--- src/rtl/fes_pkg.sv ---
// Constants, op codes and carrier types for the erase-suspend flash host.
// Assumes a 125 MHz host clock and a word-mode (x16) flash on a 21-bit address bus.
package fes_pkg;
   localparam int CLK_NS = 8;
   localparam int WE_PULSE_NS = 35;
   localparam int READ_ACC_NS = 70;
   localparam int SUSPEND_MAX_US = 35;
   localparam int ERASE_TMO_US = 50;
   // Least times round up, the time-out window rounds down
   localparam int WE_CYC = (WE_PULSE_NS + CLK_NS - 1) / CLK_NS;
   localparam int READ_CYC = (READ_ACC_NS + CLK_NS - 1) / CLK_NS;
   localparam int SUSPEND_CYC = (SUSPEND_MAX_US * 1000 + CLK_NS - 1) / CLK_NS;
   localparam int ERASE_TMO_CYC = (ERASE_TMO_US * 1000) / CLK_NS;

   localparam logic [20:0] ADDR_UNLOCK1 = 21'h000555;
   localparam logic [20:0] ADDR_UNLOCK2 = 21'h0002aa;
   localparam logic [20:0] ADDR_DONT_CARE = 21'h000000;
   localparam logic [15:0] DATA_UNLOCK1 = 16'h00aa;
   localparam logic [15:0] DATA_UNLOCK2 = 16'h0055;
   localparam logic [15:0] DATA_ERASE_SETUP = 16'h0080;
   localparam logic [15:0] DATA_SECTOR_ERASE = 16'h0030;
   localparam logic [15:0] DATA_RESUME = 16'h0030;
   localparam logic [15:0] DATA_SUSPEND = 16'h00b0;
   localparam logic [15:0] DATA_BYPASS_ENTER = 16'h0020;
   localparam logic [15:0] DATA_BYPASS_PROG = 16'h00a0;
   localparam logic [15:0] DATA_BYPASS_EXIT1 = 16'h0090;
   localparam logic [15:0] DATA_BYPASS_EXIT2 = 16'h0000;
   localparam int BANK_HI = 20;
   localparam int BANK_LO = 18;
   localparam int SECTOR_HI = 20;
   localparam int SECTOR_LO = 12;
   localparam int POLL_BIT = 7;

   typedef enum logic [6:0] {
      OP_READ = 7'h01,
      OP_SECTOR_ERASE = 7'h02,
      OP_SUSPEND = 7'h04,
      OP_RESUME = 7'h08,
      OP_BYPASS_ENTER = 7'h10,
      OP_BYPASS_PROG = 7'h20,
      OP_BYPASS_EXIT = 7'h40
   } fes_op_t;

   typedef struct packed {
      fes_op_t op;
      logic [20:0] addr;
      logic [15:0] data;
   } fes_req_t;

   typedef struct packed {
      logic [20:0] addr;
      logic [15:0] data;
      logic is_read;
      logic last;
   } fes_cyc_t;
endpackage : fes_pkg

--- src/rtl/fes_host.sv ---
// Host controller that drives a banked parallel flash through its bus pins.
// Assumes flash pins are synchronous to ref_clk; the data bus is split into in/out/enable.
`timescale 1ns/100ps
module fes_host
   import fes_pkg::*;
#(
   parameter int SUSPEND_WAIT = SUSPEND_CYC,
   parameter int ERASE_WINDOW = ERASE_TMO_CYC
) (
   input wire logic ref_clk,
   input wire logic rst_n,
   input wire logic req_valid,
   input wire fes_req_t req,
   output logic req_ready,
   output logic done,
   output logic refused,
   output logic [15:0] rd_data,
   output logic erase_busy,
   output logic erase_suspended,
   output logic bypass_active,
   output logic [20:0] flash_addr,
   output logic [15:0] flash_dq_out,
   output logic flash_dq_oe,
   input wire logic [15:0] flash_dq_in,
   output logic flash_ce_n,
   output logic flash_we_n,
   output logic flash_oe_n
);
   typedef enum logic [3:0] {
      B_IDLE = 4'h1,
      B_SETUP = 4'h2,
      B_STROBE = 4'h4,
      B_HOLD = 4'h8
   } fes_bus_t;

   typedef enum logic [3:0] {
      E_IDLE = 4'h1,
      E_ERASING = 4'h2,
      E_SUSPENDING = 4'h4,
      E_SUSPENDED = 4'h8
   } fes_erase_t;

   fes_bus_t bus_state;
   fes_erase_t es_state;
   fes_req_t cur;
   logic [2:0] step;
   logic [3:0] cnt;
   logic [15:0] tmo;
   logic [15:0] wait_cnt;
   logic [20:0] erase_addr;
   fes_cyc_t cyc;

   // Legal host commands for the present erase and bypass state
   function automatic logic op_legal(input fes_op_t op, input fes_erase_t es,
                                     input logic byp);
      case (op)
         OP_READ: op_legal = (es != E_SUSPENDING);
         OP_SECTOR_ERASE: op_legal = (es == E_IDLE) && !byp;
         OP_SUSPEND: op_legal = (es == E_ERASING);
         OP_RESUME: op_legal = (es == E_SUSPENDED);
         OP_BYPASS_ENTER: op_legal = (es == E_IDLE) && !byp;
         // Bypass programs only with no erase pending, so never into a suspended erase
         OP_BYPASS_PROG: op_legal = (es == E_IDLE) && byp;
         OP_BYPASS_EXIT: op_legal = byp;
         default: op_legal = 1'b0;
      endcase
   endfunction : op_legal

   // Address and data of each bus cycle of a command
   function automatic fes_cyc_t seq_cycle(input fes_req_t r, input logic [2:0] s,
                                          input logic [20:0] ea);
      fes_cyc_t c;
      c = '{addr: ADDR_DONT_CARE, data: 16'h0000, is_read: 1'b0, last: 1'b1};
      case (r.op)
         OP_READ: begin
            c.addr = r.addr;
            c.is_read = 1'b1;
         end
         OP_SECTOR_ERASE: begin
            c.last = (s == 3'd5);
            c.addr = (s == 3'd5) ? r.addr :
                     (s == 3'd1 || s == 3'd4) ? ADDR_UNLOCK2 : ADDR_UNLOCK1;
            c.data = (s == 3'd5) ? DATA_SECTOR_ERASE : (s == 3'd2) ? DATA_ERASE_SETUP :
                     (s == 3'd1 || s == 3'd4) ? DATA_UNLOCK2 : DATA_UNLOCK1;
         end
         OP_SUSPEND, OP_RESUME: begin
            c.addr = ea;
            c.data = (r.op == OP_SUSPEND) ? DATA_SUSPEND : DATA_RESUME;
         end
         OP_BYPASS_ENTER: begin
            c.last = (s == 3'd2);
            c.addr = (s == 3'd1) ? ADDR_UNLOCK2 : ADDR_UNLOCK1;
            c.data = (s == 3'd0) ? DATA_UNLOCK1 :
                     (s == 3'd1) ? DATA_UNLOCK2 : DATA_BYPASS_ENTER;
         end
         OP_BYPASS_PROG: begin
            c.last = (s == 3'd1);
            c.addr = (s == 3'd0) ? ADDR_DONT_CARE : r.addr;
            c.data = (s == 3'd0) ? DATA_BYPASS_PROG : r.data;
         end
         default: begin
            c.last = (s == 3'd1);
            c.data = (s == 3'd0) ? DATA_BYPASS_EXIT1 : DATA_BYPASS_EXIT2;
         end
      endcase
      seq_cycle = c;
   endfunction : seq_cycle

   assign cyc = seq_cycle(cur, step, erase_addr);
   assign erase_suspended = es_state[3];

   // Bus cycle sequencer
   always_ff @(posedge ref_clk or negedge rst_n) begin
      if (!rst_n) begin
         bus_state <= B_IDLE;
         cur <= '{op: OP_READ, addr: 21'h000000, data: 16'h0000};
         step <= 3'h0;
         cnt <= 4'h0;
         req_ready <= 1'b1;
         done <= 1'b0;
         refused <= 1'b0;
         rd_data <= 16'h0000;
         flash_addr <= 21'h000000;
         flash_dq_out <= 16'h0000;
         flash_dq_oe <= 1'b0;
         flash_ce_n <= 1'b1;
         flash_we_n <= 1'b1;
         flash_oe_n <= 1'b1;
      end else begin
         done <= 1'b0;
         refused <= 1'b0;
         case (bus_state)
            B_IDLE: begin
               if (req_valid && req_ready) begin
                  if (op_legal(req.op, es_state, bypass_active)) begin
                     cur <= req;
                     step <= 3'h0;
                     req_ready <= 1'b0;
                     bus_state <= B_SETUP;
                  end else begin
                     refused <= 1'b1;
                  end
               end
            end
            B_SETUP: begin
               flash_addr <= cyc.addr;
               flash_dq_out <= cyc.data;
               flash_dq_oe <= !cyc.is_read;
               flash_ce_n <= 1'b0;
               flash_we_n <= cyc.is_read;
               flash_oe_n <= !cyc.is_read;
               cnt <= 4'h1;
               bus_state <= B_STROBE;
            end
            B_STROBE: begin
               cnt <= cnt + 4'h1;
               if (cnt == (cyc.is_read ? 4'(READ_CYC) : 4'(WE_CYC))) begin
                  if (cyc.is_read) begin
                     rd_data <= flash_dq_in;
                  end
                  flash_we_n <= 1'b1;
                  flash_oe_n <= 1'b1;
                  bus_state <= B_HOLD;
               end
            end
            default: begin
               flash_ce_n <= 1'b1;
               flash_dq_oe <= 1'b0;
               if (cyc.last) begin
                  done <= 1'b1;
                  req_ready <= 1'b1;
                  bus_state <= B_IDLE;
               end else begin
                  step <= step + 3'h1;
                  bus_state <= B_SETUP;
               end
            end
         endcase
      end
   end

   wire finishing = (bus_state == B_HOLD) && cyc.last;

   // Erase tracking: the sector under erase, the time-out window, the suspend latency
   always_ff @(posedge ref_clk or negedge rst_n) begin
      if (!rst_n) begin
         es_state <= E_IDLE;
         erase_addr <= 21'h000000;
         tmo <= 16'h0000;
         wait_cnt <= 16'h0000;
         bypass_active <= 1'b0;
         erase_busy <= 1'b0;
      end else begin
         if (tmo != 16'h0000) begin
            tmo <= tmo - 16'h0001;
         end
         if (es_state == E_SUSPENDING) begin
            wait_cnt <= wait_cnt - 16'h0001;
            // Full worst-case wait; polling would be faster but costs bus cycles
            if (wait_cnt == 16'h0001) begin
               es_state <= E_SUSPENDED;
               erase_busy <= 1'b0;
            end
         end
         if (finishing) begin
            case (cur.op)
               OP_SECTOR_ERASE: begin
                  es_state <= E_ERASING;
                  erase_addr <= cur.addr;
                  erase_busy <= 1'b1;
                  tmo <= 16'(ERASE_WINDOW);
               end
               OP_SUSPEND: begin
                  tmo <= 16'h0000;
                  if (tmo != 16'h0000) begin
                     es_state <= E_SUSPENDED;
                     erase_busy <= 1'b0;
                  end else begin
                     es_state <= E_SUSPENDING;
                     wait_cnt <= 16'(SUSPEND_WAIT);
                  end
               end
               OP_RESUME: begin
                  es_state <= E_ERASING;
                  erase_busy <= 1'b1;
               end
               OP_BYPASS_ENTER: bypass_active <= 1'b1;
               OP_BYPASS_EXIT: bypass_active <= 1'b0;
               default: begin
                  // Polling bit reads one at the erased sector once the erase is over
                  if (es_state == E_ERASING && rd_data[POLL_BIT] &&
                      cur.addr[SECTOR_HI:SECTOR_LO] == erase_addr[SECTOR_HI:SECTOR_LO]) begin
                     es_state <= E_IDLE;
                     erase_busy <= 1'b0;
                  end
               end
            endcase
         end
      end
   end

   a_suspend_when_erasing: assert property (@(posedge ref_clk) disable iff (!rst_n)
      ($fell(flash_we_n) && cur.op == OP_SUSPEND) |-> es_state == E_ERASING &&
      flash_dq_out[7:0] == 8'hb0)
      else $error("suspend written outside sector erase");
   a_suspend_bank_match: assert property (@(posedge ref_clk) disable iff (!rst_n)
      ($fell(flash_we_n) && cur.op == OP_SUSPEND) |->
      flash_addr[BANK_HI:BANK_LO] == erase_addr[BANK_HI:BANK_LO])
      else $error("suspend bank differs from erased bank");
   a_resume_bank_match: assert property (@(posedge ref_clk) disable iff (!rst_n)
      ($fell(flash_we_n) && cur.op == OP_RESUME) |-> es_state == E_SUSPENDED &&
      flash_dq_out[7:0] == 8'h30 && flash_addr[BANK_HI:BANK_LO] == erase_addr[BANK_HI:BANK_LO])
      else $error("bad resume write");
   a_no_prog_suspended: assert property (@(posedge ref_clk) disable iff (!rst_n)
      ($fell(flash_we_n) && cur.op == OP_BYPASS_PROG) |-> !erase_suspended && !erase_busy)
      else $error("program issued with erase pending");
   a_bypass_prog_pair: assert property (@(posedge ref_clk) disable iff (!rst_n)
      ($fell(flash_we_n) && cur.op == OP_BYPASS_PROG && step == 3'h0) |->
      flash_dq_out[7:0] == 8'ha0 ##7 ($fell(flash_we_n) && flash_addr == cur.addr &&
      flash_dq_out == cur.data))
      else $error("bypass program cycles wrong");
   a_bypass_exit_pair: assert property (@(posedge ref_clk) disable iff (!rst_n)
      ($fell(flash_we_n) && cur.op == OP_BYPASS_EXIT) |->
      flash_dq_out[7:0] == (step == 3'h0 ? 8'h90 : 8'h00))
      else $error("bypass exit data wrong");
   a_erase_last_cycle: assert property (@(posedge ref_clk) disable iff (!rst_n)
      ($fell(flash_we_n) && cur.op == OP_SECTOR_ERASE && step == 3'h5) |->
      flash_dq_out[7:0] == 8'h30 && flash_addr == cur.addr && $past(step, 8) == 3'h4)
      else $error("sector erase sixth cycle wrong");
   a_we_pulse_width: assert property (@(posedge ref_clk) disable iff (!rst_n)
      $fell(flash_we_n) |-> (!flash_we_n && !flash_ce_n)[*5] ##1 flash_we_n)
      else $error("write strobe width wrong");
   a_window_suspend: assert property (@(posedge ref_clk) disable iff (!rst_n)
      (finishing && cur.op == OP_SUSPEND && tmo != 16'h0000) |=> es_state == E_SUSPENDED)
      else $error("suspend in window not immediate");
endmodule : fes_host

--- config.mk ---
export PLATFORM = sky130hd
export DESIGN_NAME = fes_host
export DESIGN_NICKNAME = d
export VERILOG_FILES = /design/src/rtl/fes_pkg.sv /design/src/rtl/fes_host.sv
export SDC_FILE = /design/constraint.sdc
export NUM_CORES = 1
export LEC_CHECK = 0
export CORE_AREA = 2 2 139 141
export DETAILED_ROUTE_END_ITERATION = 10
export DIE_AREA = 0 0 141 143
export DONT_BUFFER_PORTS = 1
export PLACE_DENSITY = 0.59
export SLEW_MARGIN = 20
export SYNTH_ARGS = -nofsm -noshare
export SYNTH_HDL_FRONTEND = slang
export SYNTH_SLANG_ARGS = --single-unit
--- constraint.sdc ---
create_clock -name ref_clk -period 2.4 [get_ports ref_clk]
set_input_delay 0.12 -clock ref_clk [delete_from_list [all_inputs] [get_ports ref_clk]]
set_output_delay 0.12 -clock ref_clk [all_outputs]
set_load 0.01 [all_outputs]
# ---- After elaboration in Yosys (flattened, before gate mapping)
# Index checks and enable logic that the tools add are counted.
dict set report word_totals {
  ramBits 0
  n_memories 0
  inputBits 63
  latchBits 0
  regBits 174
  word_cells 155
  rom_bits 0
}
dict set report op_classes {
  n_lt_le_gt_ge 0
  addsub 4
  n_reduce_logical 30
  div 0
  n_eq_ne 34
  muxes 64
  shift 0
  n_bitwise 1
  mul 0
}
# op count
set op_table {}
lappend op_table {{two-way mux 16 bit} 7}
lappend op_table {{case mux 21 bit (5 select lines)} 1}
lappend op_table {{case mux 16 bit (5 select lines)} 1}
lappend op_table {{two-way mux 8 bit} 6}
lappend op_table {{two-way mux 21 bit} 2}
lappend op_table {{two-way mux 4 bit} 9}
lappend op_table {{case mux 16 bit (2 select lines)} 1}
lappend op_table {{subtractor 16 x 1 -> 16 bit, second input constant} 2}
lappend op_table {{case mux 4 bit (3 select lines)} 2}
lappend op_table {{two-way mux 11 bit} 2}
lappend op_table {{two-way mux 1 bit} 17}
lappend op_table {{== test 16 x 1 -> 1 bit, second input constant} 1}
lappend op_table {{nonzero test 16 bit} 1}
lappend op_table {{== test 7 x 1 -> 1 bit, second input constant} 2}
lappend op_table {{== test 7 x 2 -> 1 bit, second input constant} 2}
lappend op_table {{== test 7 x 3 -> 1 bit, second input constant} 2}
lappend op_table {{== test 7 x 4 -> 1 bit, second input constant} 2}
lappend op_table {{== test 7 x 5 -> 1 bit, second input constant} 2}
lappend op_table {{== test 7 x 6 -> 1 bit, second input constant} 2}
lappend op_table {{== test 7 bit, second input constant} 2}
lappend op_table {{case mux 1 bit (2 select lines)} 6}
lappend op_table {{OR reduction 2 bit} 6}
lappend op_table {{== test 9 bit} 1}
lappend op_table {{two-way mux 3 bit} 3}
lappend op_table {{29 further kinds} 51}

# ---- Depth between registers and ports, before layout
# Gate-level depths: netlist of the first run.
dict set report logic_depth {
  depth_word 8
  ltp_mapped 11
  depth_no_buf 8
}

# ---- Least setup slack after synthesis of the first run
# Ideal clock, no wire load.
dict set report synth_path {
  path_type {register to register}
  from {register step[1]}
  to {register erase_addr[10]}
  setup_slack_ns -0.082
  setup_time_ns 0.125
  synth_period_minus_slack_ns 2.482
  stages_incl_launch_ff 12
  arrival_time_ns 2.357
  path_cell_list {dfrtp_1 -> inv_1 -> ha_1 -> buf_2 -> nor2b_1 -> o21ai_0 -> and3b_1 -> buf_2 -> a21oi_4 -> nand2_4 -> buf_6 -> mux2_4}
}
dict set report synth_between {
  elab_chain_cells 4
  elab_cells_between_ends 6
}
# element line_no
set synth_lines {}
lappend synth_lines {{start: declaration} fes_host.sv:46} ;# logic [2:0] step;
lappend synth_lines {{start signal: assignment} fes_host.sv:174} ;# step <= step + 3'h1;
lappend synth_lines {{== test 3 x 1 -> 1 bit (tied with other cells)} {fes_host.sv:97, fes_host.sv:102}}
lappend synth_lines {{case mux 1 bit (3 select lines) *} fes_host.sv:74} ;# case (r.op)
lappend synth_lines {{logical AND 1 bit *} fes_host.sv:182} ;# wire finishing = (bus_state == B_HOLD) && cyc.last;
lappend synth_lines {{AND reduction 2 bit (no line) *} --}
lappend synth_lines {{end signal: assignment} fes_host.sv:209} ;# erase_addr <= cur.addr;
lappend synth_lines {{end: declaration} fes_host.sv:50} ;# logic [20:0] erase_addr;
# Mark *: on every way between the ends. The rest lies on a longest branch, timed or not.
# A chain may end at the register's enable or synchronous reset.

# ---- Final worst setup path of the first run
dict set report layout_path {
  from {register step[0]}
  to {register tmo[9]}
}
dict set report layout_between {
  elab_chain_cells 4
  elab_cells_between_ends 6
}
# element line_no
set layout_lines {}
lappend layout_lines {{== test 3 x 1 -> 1 bit (tied with other cells)} {fes_host.sv:97, fes_host.sv:102}}
lappend layout_lines {{case mux 1 bit (3 select lines) *} fes_host.sv:74}
lappend layout_lines {{logical AND 1 bit *} fes_host.sv:182}
lappend layout_lines {{two-way mux 16 bit *} fes_host.sv:205} ;# if (finishing) begin
lappend layout_lines {{end signal: assignment} fes_host.sv:195} ;# tmo <= tmo - 16'h0001;
lappend layout_lines {{end signal: assignment} fes_host.sv:211} ;# tmo <= 16'(ERASE_WINDOW);
lappend layout_lines {{end: declaration} fes_host.sv:48} ;# logic [15:0] tmo;
# Marks and branches as above.

==> run summary, run 1 <==
The tools report the number of maximum-capacitance violations as 0. Setup total negative slack on the finished layout was measured at 0 ns. The flow ran to the end, but the final reports show violations. The logs give 0 for the number of slew-limit violations in the final report and 20.4% for the global-route total usage across every layer. For this run, the slowest stage of the critical path takes 0.45 ns. The utilization of the core after routing was 54.9%; the final standard cell area without fillers was 10200 um2. For this run, the register share of the synthesized area comes to 52.6%. The core region is 18600 um2.

Row generation in the floorplan step produced 50 rows. The logs give 174 for the total count of hold-check failures in the final report and 801 for the total nets after synthesis. In the synthesized netlist the dominant register cell turns out to be sky130_fd_sc_hd__dfrtp_1. Entering global routing, the biggest net connects 175 pins.

The checks that failed: hold timing. The die covers 20200 um2. The DRC violations left was 0.

The number of detailed-route iterations in the first pass came out at 4. Registers take 4370 um2. The setup clock skew after layout was 0.0129 ns. Global routing used 33.1% of the available met2 tracks. Leakage dissipation: 4.69 nW. The global routing stage identified its most utilized layer as met2.

The number of antenna violations at the first check in global routing was 0; the buffering stage count on the worst path with inverters included was 3. In the routed layout, each cell is associated on average with a via count of 5.64. The number of distinct library cells after synthesis is 70.

The startpoint class of the critical path was a flip-flop. The area growth from synthesis to layout is 22.9%. The port buffer count is 0, and the total inserted antenna cells is 0.

Worst slew margin relative to its limit: 64.4%. The logs give 4 for the number of H-tree levels and 0.0349 ns for the setup slack after placement. The number of storage elements in the synthesis netlist is 174, and the peak fanout along the critical path is 5. Worst setup slack after layout: 0.0813 ns.

The root buffer cell chosen for the clock tree is sky130_fd_sc_hd__clkbuf_16. Each instance of the synthesized netlist takes up on average 11.4 um2. At the pin with the least slew margin, the transition time is 0.533 ns.

The critical path goes through inv_2, ha_4, nor4bb_4, o211ai_1, and3b_2, a21oi_4, buf_6, nor4b_4, buf_4, a21oi_1. Counting the fill cells in the layout gives 1528. The tree built by TritonCTS fans out to 174 sinks. After detailed routing, the average wire length per cell comes to 18.5 um. The run gives 0 as the total number of yosys warnings.

The number of top-level pins was 126. Yosys mapped a number of flops with a built-in enable equal to 0. The first global-routing pass estimated 32600 um of wire.

Setup violations remaining at the end of the flow were counted as 0. The count of hold-fix buffers inserted at cts is 61. The congestion estimate from routability-driven global placement came to 0.847. The logs give -0.622 ns for the worst hold slack across all endpoints and 910 for the total number of nets in the final design. Leaving out fill and tap cells, the most frequent cell in the layout is sky130_fd_sc_hd__dfrtp_1. The number of global-route vias before repair is 6341. In this run the horizontal extent of the chip is 141 um. Once detail routing completed, the nets flagged for antenna violations numbered 0.

Synthesis produced a netlist whose cell count is 728. The data arrival time of the critical path is 2.63 ns, and the number of cells on the critical path is 10. Leaving out fill and tap cells, the most frequent cells in the layout are sky130_fd_sc_hd__dfrtp_1 (164), sky130_fd_sc_hd__mux2_2 (71), sky130_fd_sc_hd__nand2_1 (69). For this configuration, the core starts out at a cell density of 44.7%. For this run, asynchronously set or reset flops after synthesis account for 100%. Measured in cells, the most critical reg-to-reg path has a length of 10. For the via count, the log shows 6105. The routed wire length was 20000 um. Summing all multi-input logic gate instances after layout gives 3770 um2. The met3 routing resource usage after global routing was 5.80%; the share of the cycle needed by the critical path after routing was 96.6%. Grouping stages by cell kind, the critical path spends the most delay in simple AND/OR/NAND/NOR gates. Static timing analysis puts the maximum clock frequency at 431 MHz.

STA puts the critical path data required time at 2.71 ns. In the final layout, the share of cells above drive strength 1 is 25.2%. The path class of the tightest hold or removal check is in2async. For this run the aggregate overflow at the end of global routing stands at 0. The height of the die was 143 um; the final HPWL from detailed placement was 13600 um. Summing every instance area after synthesis gives 8300 um2. The logs give 26.5% for the met1 usage in global routing and 390 for the iteration-0 DRC count of the detailed router. Clock tree synthesis inserted a total of 17 buffers. STA classifies the critical path endpoint as a flip-flop.

The placed cell area was 8870 um2. The run gives 2 as the deepest clock path buffer count. The insertion delay of the later-clocked pin in the worst-skew pair is 0.43 ns. The critical path is of the reg2reg type. IR analysis of the VDD net gives a maximum drop of 0.000616 V. TritonCTS built the clock tree. The ratio of total power to cell area was 970 nW/um2. Among all stages on the critical path, the largest delay is contributed by sky130_fd_sc_hd__dfrtp_2. The clock period minus worst slack was 2.32 ns. After clock tree synthesis, the clock-pin slew on the worst setup and hold paths is 0.07 ns.
-- worst register-to-register path: stages (launching register included) --
cell and delay [ns]:
sky130_fd_sc_hd__dfrtp_2 0.45, sky130_fd_sc_hd__inv_2 0.11, sky130_fd_sc_hd__ha_4 0.15, sky130_fd_sc_hd__nor4bb_4 0.28, sky130_fd_sc_hd__o211ai_1 0.10, sky130_fd_sc_hd__and3b_2 0.26
sky130_fd_sc_hd__a21oi_4 0.20, sky130_fd_sc_hd__buf_6 0.15, sky130_fd_sc_hd__nor4b_4 0.25, sky130_fd_sc_hd__buf_4 0.21, sky130_fd_sc_hd__a21oi_1 0.05
-- worst paths after layout --
path	endpoint	start	slack [ns]
worst max register to register	tmo[9]	step[0]	0.08
worst min register to register	flash_ce_n	flash_ce_n	0.49
worst min-delay path	wait_cnt[13]	rst_n	-0.62
worst max-delay path	tmo[9]	step[0]	0.08
max in group asynchronous	flash_oe_n	rst_n	2.70
min in group ref_clk	req_ready	req[41]	0.18
-- repair_timing --
| action | 4_1_cts | 5_1_grt |
|---|---|---|
| setup endpoints to repair | 0 | 113 |
| buffers inserted | 0 | 8 |
| endpoints found under the hold margin | 237 | 174 |
| gates resized for setup | 0 | 22 |
-- routing by layer --
metal	up-vias	wire length (um)
li1	2868	-
met5	-	0
met4	0	303
met2	144	9720
met3	20	1180
met1	3073	8830
-- stage by stage --
| step | cells | hold WS [ns] | power (W) |
|---|---|---|---|
| after global placement | 982 | -0.167 | 0.00688 |
| after floorplan | 728 | -0.176 | 0.00599 |
| after CTS | 1074 | -0.634 | 0.00977 |
| after global routing | 1083 | -0.646 | 0.0105 |
| final | 1083 | -0.622 | 0.00989 |
| after detailed placement | 982 | -0.166 | 0.00701 |
-- Yosys cell counts (11+ instances only) --
library cell,count,area share [%]
sky130_fd_sc_hd__nand4_1,13,0.98
sky130_fd_sc_hd__clkbuf_1,13,0.59
sky130_fd_sc_hd__xor2_1,17,1.8
sky130_fd_sc_hd__dfrtp_1,167,50
sky130_fd_sc_hd__o21ai_0,44,2.7
sky130_fd_sc_hd__mux2_2,71,9.6
sky130_fd_sc_hd__nand2_1,69,3.1
sky130_fd_sc_hd__nand3_1,20,1.2
sky130_fd_sc_hd__xnor2_1,23,2.4
sky130_fd_sc_hd__nor2_1,46,2.1
sky130_fd_sc_hd__nor3_1,11,0.66
sky130_fd_sc_hd__a21oi_1,17,1.0
sky130_fd_sc_hd__inv_1,16,0.72
-- report_power, final --
group	internal, W	switching [W]	total, W
sequential	0.00351	0.000625	0.00413
combinational	0.00142	0.00170	0.00312
clock	0.00151	0.00113	0.00264
-- kinds of logic after synthesis --
group | share of synthesized area (%)
fa+ha+maj | 1.51
compound gates | 12.0
simple gates | 15.0
buf+inv | 2.82
flops | 52.6
xor+xnor | 4.22
mux | 11.8
-- cell type report --
class,count,share of cell area [%]
Clock inverter,8,0.810
Clock buffer,23,4.69
Timing Repair Buffer,121,11.2
Tap cell,234,2.87
Inverter,16,0.589
Sequential cell,174,42.8
Multi-Input combinational cell,507,37.0
-- flip-flops by register name (all words and copies together), names as in the netlist --
signal         cells
cur               44
erase_addr        21
flash_addr        21
flash_dq_out      16
rd_data           16
tmo               16
wait_cnt          16
bus_state          4
cnt                4
es_state           4
step               3
bypass_active      1
done               1
erase_busy         1
flash_ce_n         1
flash_dq_oe        1
flash_oe_n         1
flash_we_n         1
refused            1
req_ready          1
(Power assumes the default switching activity.)
==> run 2: changes to the inputs <==
CTS_BUF_LIST = sky130_fd_sc_hd__clkbuf_2   (was default)
SLEW_MARGIN = default   (was 20)
==> run 2 against run 1 <==
The flow still finishes with violations (hold timing). Sequential power barely moved. Global-route usage rose by 0.15 points. Sequential share of layout area fell by 0.66 points. Routed wire length rose by 3.6%. Cell area rose by 1.5%. Total power fell by 12%. Non-clock buffer count rose by 47. Critical path type unchanged. Critical endpoint is now erase_addr[2].
==> run summary, run 2 (same netlist as run 1, synthesis figures left out) <==
Topmost layer with routed signal wires: met4. Counting cells, the worst reg-to-reg path comes to 9. The leakage dissipation is 4.76 nW. The share of the cycle needed by the critical path after routing is 97.6%. The total placed cells including tap cells was 982; the post-detailed-route count of antenna-violating nets was 0.

The run gives 2.98 ns as the data arrival time of the critical path. The dominant delay contributor by cell family on the critical path was simple AND/OR/NAND/NOR gates. The placed cell area is 8870 um2.

The clock period could shrink to 2.34 ns. For the design internal power, the log shows 0.00534 W. The run gives 10400 um2 as the final standard cell area without fillers. CTS saw 174 sinks.

Of the total power, the share spent switching nets is 38.5%. For the worst setup path, the data required time is 3.04 ns. Across all register-to-register paths, the minimum setup slack is 0.06 ns.

Total CTS buffers: 17. Entering global routing, the biggest net connects 175 pins. The number of antenna violations at the first check in global routing came out at 1.

The tools report the global-route wire length before repair as 33000 um. The setup-violating endpoint count in the final report was 0. The deepest clock path buffer count is 2, and the upper clock frequency limit is 427 MHz. The flip-flop count of the largest register, all copies and words added was 44.

The number of cells on the critical path is 9. The final layout contains 957 nets. In this run the tightest slew margin relative to its limit is 65.1%. The tightest min-delay check is of the in2async type. The flow ran to the end, but the final reports show violations. The origin of the critical flop-to-flop path was step[0]. The run gives 15.7% as the portion of total power attributed to the clock network. The number of vias per cell was 5.61; the ratio of total power to cell area was 839 nW/um2. Ranked by flip-flop count, first place goes to cur.

The count of buffers added on input and output ports is 0. In this run the worst setup path begins at step[0]. The fill cell instance count of the final layout is 1519. The run gives 4370 um2 as the footprint of the flip-flops and latches. VDD sags by at most 0.000402 V. The logs give 6477 for the number of global-route vias before repair and 9030 um for the wire length on met1.

For the pin with the worst max-slew slack, the measured transition is 0.522 ns. The floorplan has 50 rows. The placeable core region was 18600 um2.

Following the worst setup path forward leads to its endpoint at erase_addr[2]. Detailed routing placed a total of 1190 um of wire on met3. The global-route total usage across every layer was 20.5%; the total count of hold-check failures in the final report was 174. For the number of top-level pins, the log shows 126. Across the run, the number of max-cap violations was 0.

The area taken by multi-input logic gates was 3810 um2. Routability-driven placement finished with a final weighted congestion of 0.847. Compared with the post-synthesis result, the final layout area differs by 24.8%.

The via count came out at 6343. The library cell contributing the largest single delay on the critical path is sky130_fd_sc_hd__dfrtp_1. STA classifies the critical path startpoint as a flip-flop. In this run the critical register-to-register path is captured at erase_addr[2]. Along the worst path, the maximum fanout reaches 6.

TritonCTS built the clock tree. The tools report the die area as 20200 um2. In the layout the commonest cells are sky130_fd_sc_hd__dfrtp_1 (165), sky130_fd_sc_hd__dlygate4sd3_1 (102), sky130_fd_sc_hd__nand2_1 (69). The logs give 4 for the number of H-tree levels and 10300 um for the detailed route wirelength on metal2.

The worst hold slack across all endpoints is -0.964 ns, and the number of slew-limit violations in the final report is 0. Height of the die: 143 um. Leaving out fill and tap cells, the most frequent cell in the layout is sky130_fd_sc_hd__dfrtp_1. The final HPWL from detailed placement is 13600 um, and the clock edge transition at the registers on the reported setup and hold paths is 0.26 ns.

The horizontal extent of the die is 141 um, and the buffering stage count on the worst path with inverters included is 2. The final reports fail on hold timing. For the utilization of the core after routing, the log shows 55.7%. The tree is rooted in a sky130_fd_sc_hd__clkbuf_2.

The wire length per cell works out to 18.4 um. Kind of critical path: reg2reg. The DRC violations left was 0. On the worst path, the slowest cell contributes a delay of 0.50 ns. In this run, the combinational gates consume 36.7% of the power.

The tools report the iteration-0 DRC count of the detailed router as 356. Summed over all layers, the global routing overflow is 0. The fraction of layout cells with a size suffix above 1 is 24.7%. The run gives 0.74 ns as the insertion delay of the later-clocked pin in the worst-skew pair. Once layout is complete, the cells apart from fillers number 1131.

The total net switching power was 0.00334 W. The largest registers in the layout are cur x44, erase_addr x21, flash_addr x21. The tools report the setup clock skew after layout as 0.0480 ns. Once the floorplan was initialized, standard cells occupied 44.7% of the core. The routed wire length came out at 20800 um. Per report_power, the sequential group accounts for 47.6% of the total.

The run gives 5 as the number of detailed-route iterations in the first pass. Traced cell by cell, the critical path runs through ha_4, and4b_1, o311a_4, and3b_2, a21oi_4, buf_6, nand2_8, clkbuf_16, mux2_2. The tools report the endpoint kind of the worst setup timing path as a flip-flop.
-- run 2: through the flow --
| step | power, W | worst slack [ns] | TNS [ns] |
|---|---|---|---|
| floorplan | 0.00599 | 0.0168 | 0 |
| global placement | 0.00688 | 0.0920 | 0 |
| detailed placement | 0.00701 | 0.0349 | 0 |
| CTS | 0.00855 | 0.0148 | 0 |
| global route | 0.00929 | -0.00445 | -0.00964 |
| finish | 0.00868 | 0.0567 | 0 |
-- run 2: worst min-delay path by stage --
| stage | slack (ns) | depth (start not counted) | to |
|---|---|---|---|
| floorplan | -0.18 | 0 | bus_state[1] |
| global placement | -0.17 | 0 | wait_cnt[14] |
| detailed placement | -0.17 | 0 | wait_cnt[11] |
| CTS | -1.05 | 0 | done |
| global route | -1.08 | 0 | wait_cnt[14] |
| finish | -0.96 | 0 | wait_cnt[12] |
-- run 2: layout make-up --
cell class	count	share of cell area, %
Inverter	16	0.580
Tap cell	234	2.83
Sequential cell	174	42.2
Clock buffer	20	0.967
Antenna cell	1	0.0242
Timing Repair Buffer	168	15.7
Clock inverter	11	0.907
Multi-Input combinational cell	507	36.8
-- run 2: power groups by stage --
| stage | registers (W) | clock network [W] | logic (W) |
|---|---|---|---|
| after floorplan | 0.00397 | 0 | 0.00202 |
| final | 0.00413 | 0.00136 | 0.00319 |
| after CTS | 0.00412 | 0.00143 | 0.00301 |
| after global placement | 0.00413 | 0 | 0.00275 |
| after global routing | 0.00422 | 0.00155 | 0.00352 |
| after detailed placement | 0.00417 | 0 | 0.00284 |
-- run 2: per-layer routing --
layer  vias to the layer above  track usage, %
met1                      3220            26.6
li1                       2956               -
met3                        19            5.70
met4                         0            6.16
met5                         -               0
met2                       148            33.9
-- run 2: what timing repair did --
| action | CTS | global route |
|---|---|---|
| gates resized for setup | 2 | 27 |
| pin swaps | 0 | 7 |
| endpoints found under the hold margin | 241 | 185 |
| setup buffers | 1 | 11 |
| cloned | 0 | 3 |
| setup endpoints to repair | 12 | 106 |
| hold buffers | 91 | 11 |
==> run 3: changes to the inputs <==
RECOVER_POWER = 100   (was default)
==> run 3 against run 2 <==
The flow still finishes with violations (hold timing). Total power is 0.42% lower. Worst setup slack better by 0.019 ns. Critical path depth shrank 1. Non-clock buffer count did not move. Register-to-register slack improved by 0.02 ns. Sequential cell count is the same. Sequential power about the same. First-iteration DRC count rose by 7.6%. Maximum frequency rose by 0.82%. Global-route usage stayed put. Sequential share of layout area about the same. Critical path type unchanged.
==> run summary, run 3 (same netlist as run 1, synthesis figures left out) <==
The number of global-route vias before repair came out at 6477. The checks that failed: hold timing. The tools report the data arrival time of the critical path as 2.96 ns.

The clock root buffer master is sky130_fd_sc_hd__clkbuf_2. In this run the remaining antenna-violating nets after routing total 0. The worst path needs 2.32 ns of the cycle, external delays included. After detailed routing, the average wire length per cell comes to 18.3 um. The worst slew margin relative to its limit was 65.0%; the global-route wire length before repair was 33000 um. The floorplan step defined a core boundary enclosing 18600 um2.

The horizontal extent of the die was 141 um. The required arrival time at the worst endpoint is 3.04 ns, and the total global routing overflow is 0. The startpoint class of the critical path is a flip-flop. For the global-route total usage across every layer, the log shows 20.5%.

After floorplanning, the core was divided into 50 placement rows. The tree built by TritonCTS fans out to 174 sinks. The post-route netlist has 23.8% of its cells at a drive strength greater than 1. The peak fanout along the critical path is 11. Reg-to-reg endpoint: erase_addr[2]. At the pin with the least slew margin, the transition time is 0.524 ns. The run gives 174 as the total count of hold-check failures in the final report. The logs give 17 for the total CTS buffers and 1 for the number of antenna violations at the first check in global routing. Total number of nets in the final design: 957. The top cell types in the final layout, fill and taps aside, are sky130_fd_sc_hd__dfrtp_1 (165), sky130_fd_sc_hd__dlygate4sd3_1 (102), sky130_fd_sc_hd__nand2_1 (69). The largest registers in the layout are cur x44, erase_addr x21, flash_addr x21. The clock edge transition at the registers on the reported setup and hold paths is 0.24 ns. The tools report the endpoint kind of the worst setup timing path as a flip-flop. The class of the most critical hold timing path is in2async. The setup-violating endpoint count in the final report was 0; the DRC violations left was 0. In this run the worst setup path begins at cur[41]. Fill cell instance count of the final layout: 1525. Counting flops per register, the top entry is cur.

The congestion estimate from routability-driven global placement came to 0.847. The deepest clock path buffer count is 2. Compared with the post-synthesis result, the final layout area differs by 24.6%. The tools report the iteration-0 DRC count of the detailed router as 383. Entering global routing, the biggest net connects 175 pins.

Clock latency on the worst-skew pair, taken at its later pin, is 0.74 ns. The tools report the worst ir drop on vdd as 0.000399 V. Counting tap cells, the placed design contains a total of 982 instances.

126 I/O pins were placed. The register with the most flip-flops in the layout has 44 of them. The worst register-to-register path begins at cur[41]. The logs give 4 for the number of H-tree levels and 0.08 ns for the register-to-register setup slack. The via count was 6321; the number of detailed-route iterations in the first pass was 4. On the final layout, the worst clock skew is 0.0471 ns. The number of slew-limit violations in the final report came out at 0. The ratio of total power to cell area was 836 nW/um2; the final HPWL from detailed placement was 13600 um. Based on the critical path, the design can be clocked at up to 430 MHz. The worst path uses 96.8% of the clock period. The tools report the capture point of the worst path as erase_addr[2]. The number of cells on the worst reg-to-reg path is 8. The kind of critical path is reg2reg. The run gives 44.7% as the initial core utilization. Final instance count without filler cells: 1131. Measured along the y axis, the die boundary spans 143 um. The run finished, with violations left. The floorplan step defined a die boundary enclosing 20200 um2. The most common cell after layout, fill and taps aside is sky130_fd_sc_hd__dfrtp_1.

The final layout contains routed wiring with a total length of 20700 um. The worst hold slack across all endpoints is -0.965 ns, and the number of vias per cell is 5.59. The port buffer count is 0, and the number of maximum-capacitance violations is 0. TritonCTS built the clock tree. Summed over all cells, the static leakage comes to 4.75 nW.
-- run 3: worst max-delay path, cell delays in order, from the launching register on --
cell and delay, ns:
sky130_fd_sc_hd__dfrtp_2 0.55, sky130_fd_sc_hd__or3_1 0.44, sky130_fd_sc_hd__a21o_1 0.21, sky130_fd_sc_hd__o221ai_2 0.24
sky130_fd_sc_hd__a21oi_4 0.10, sky130_fd_sc_hd__buf_6 0.14, sky130_fd_sc_hd__nand2_8 0.09, sky130_fd_sc_hd__clkbuf_16 0.16
sky130_fd_sc_hd__mux2_2 0.32
-- run 3: what timing repair did --
item                                    in CTS  in global routing
endpoints found under the hold margin      241                185
gates cloned                                 0                  3
endpoints found under the setup margin      12                106
pin swaps                                    0                  7
hold buffers                                91                 11
setup buffers                                1                 11
gates resized for setup                      2                 27
-- run 3: area by class of cell --
| type | count | area, um2 | share of cell area [%] |
|---|---|---|---|
| clock inverter | 11 | 93.8 | 0.908 |
| multi-input combinational | 507 | 3810 | 36.9 |
| clock buffer | 20 | 100 | 0.968 |
| timing repair buffer | 168 | 1610 | 15.6 |
| tap | 234 | 293 | 2.83 |
| antenna | 1 | 2.50 | 0.0242 |
| sequential | 174 | 4370 | 42.2 |
| inverter | 16 | 60.1 | 0.581 |
-- run 3: worst min path at each step --
stage / startpoint / end / slack (ns) / depth (start not counted)
after floorplan: rst_n / bus_state[1] / -0.18 / 0
after global placement: rst_n / wait_cnt[14] / -0.17 / 0
after detailed placement: rst_n / wait_cnt[11] / -0.17 / 0
after CTS: rst_n / done / -1.05 / 0
after global routing: rst_n / wait_cnt[14] / -1.08 / 0
final: rst_n / wait_cnt[12] / -0.96 / 0
-- run 3: layer usage --
layer | vias to the layer above | global-route usage, % | wire length (um)
met4 | 0 | 6.16 | 276
met3 | 19 | 5.70 | 1080
li1 | 2957 | - | -
met1 | 3211 | 26.6 | 9110
met2 | 134 | 33.9 | 10300
met5 | - | 0 | 0
-- run 3: stage by stage --
| step | setup WS [ns] | power (W) | utilization (%) | TNS (ns) | cell area (um2) |
|---|---|---|---|---|---|
| 6_report | 0.0757 | 0.00865 | 55.6 | 0 | 10300 |
| 5_1_grt | -0.00662 | 0.00926 | 55.6 | -0.0163 | 10300 |
| 4_1_cts | 0.0148 | 0.00855 | 53.8 | 0 | 9990 |
| 3_5_place_dp | 0.0349 | 0.00701 | 47.7 | 0 | 8870 |
| 3_3_place_gp | 0.0920 | 0.00688 | 47.7 | 0 | 8870 |
| 2_1_floorplan | 0.0168 | 0.00599 | - | 0 | 8300 |
-- run 3: report_power, final --
group          switching (W)  leakage [nW]  internal [W]
Sequential          0.000629          2.33       0.00349
Combinational        0.00172          2.30       0.00145
Clock               0.000990         0.127      0.000374
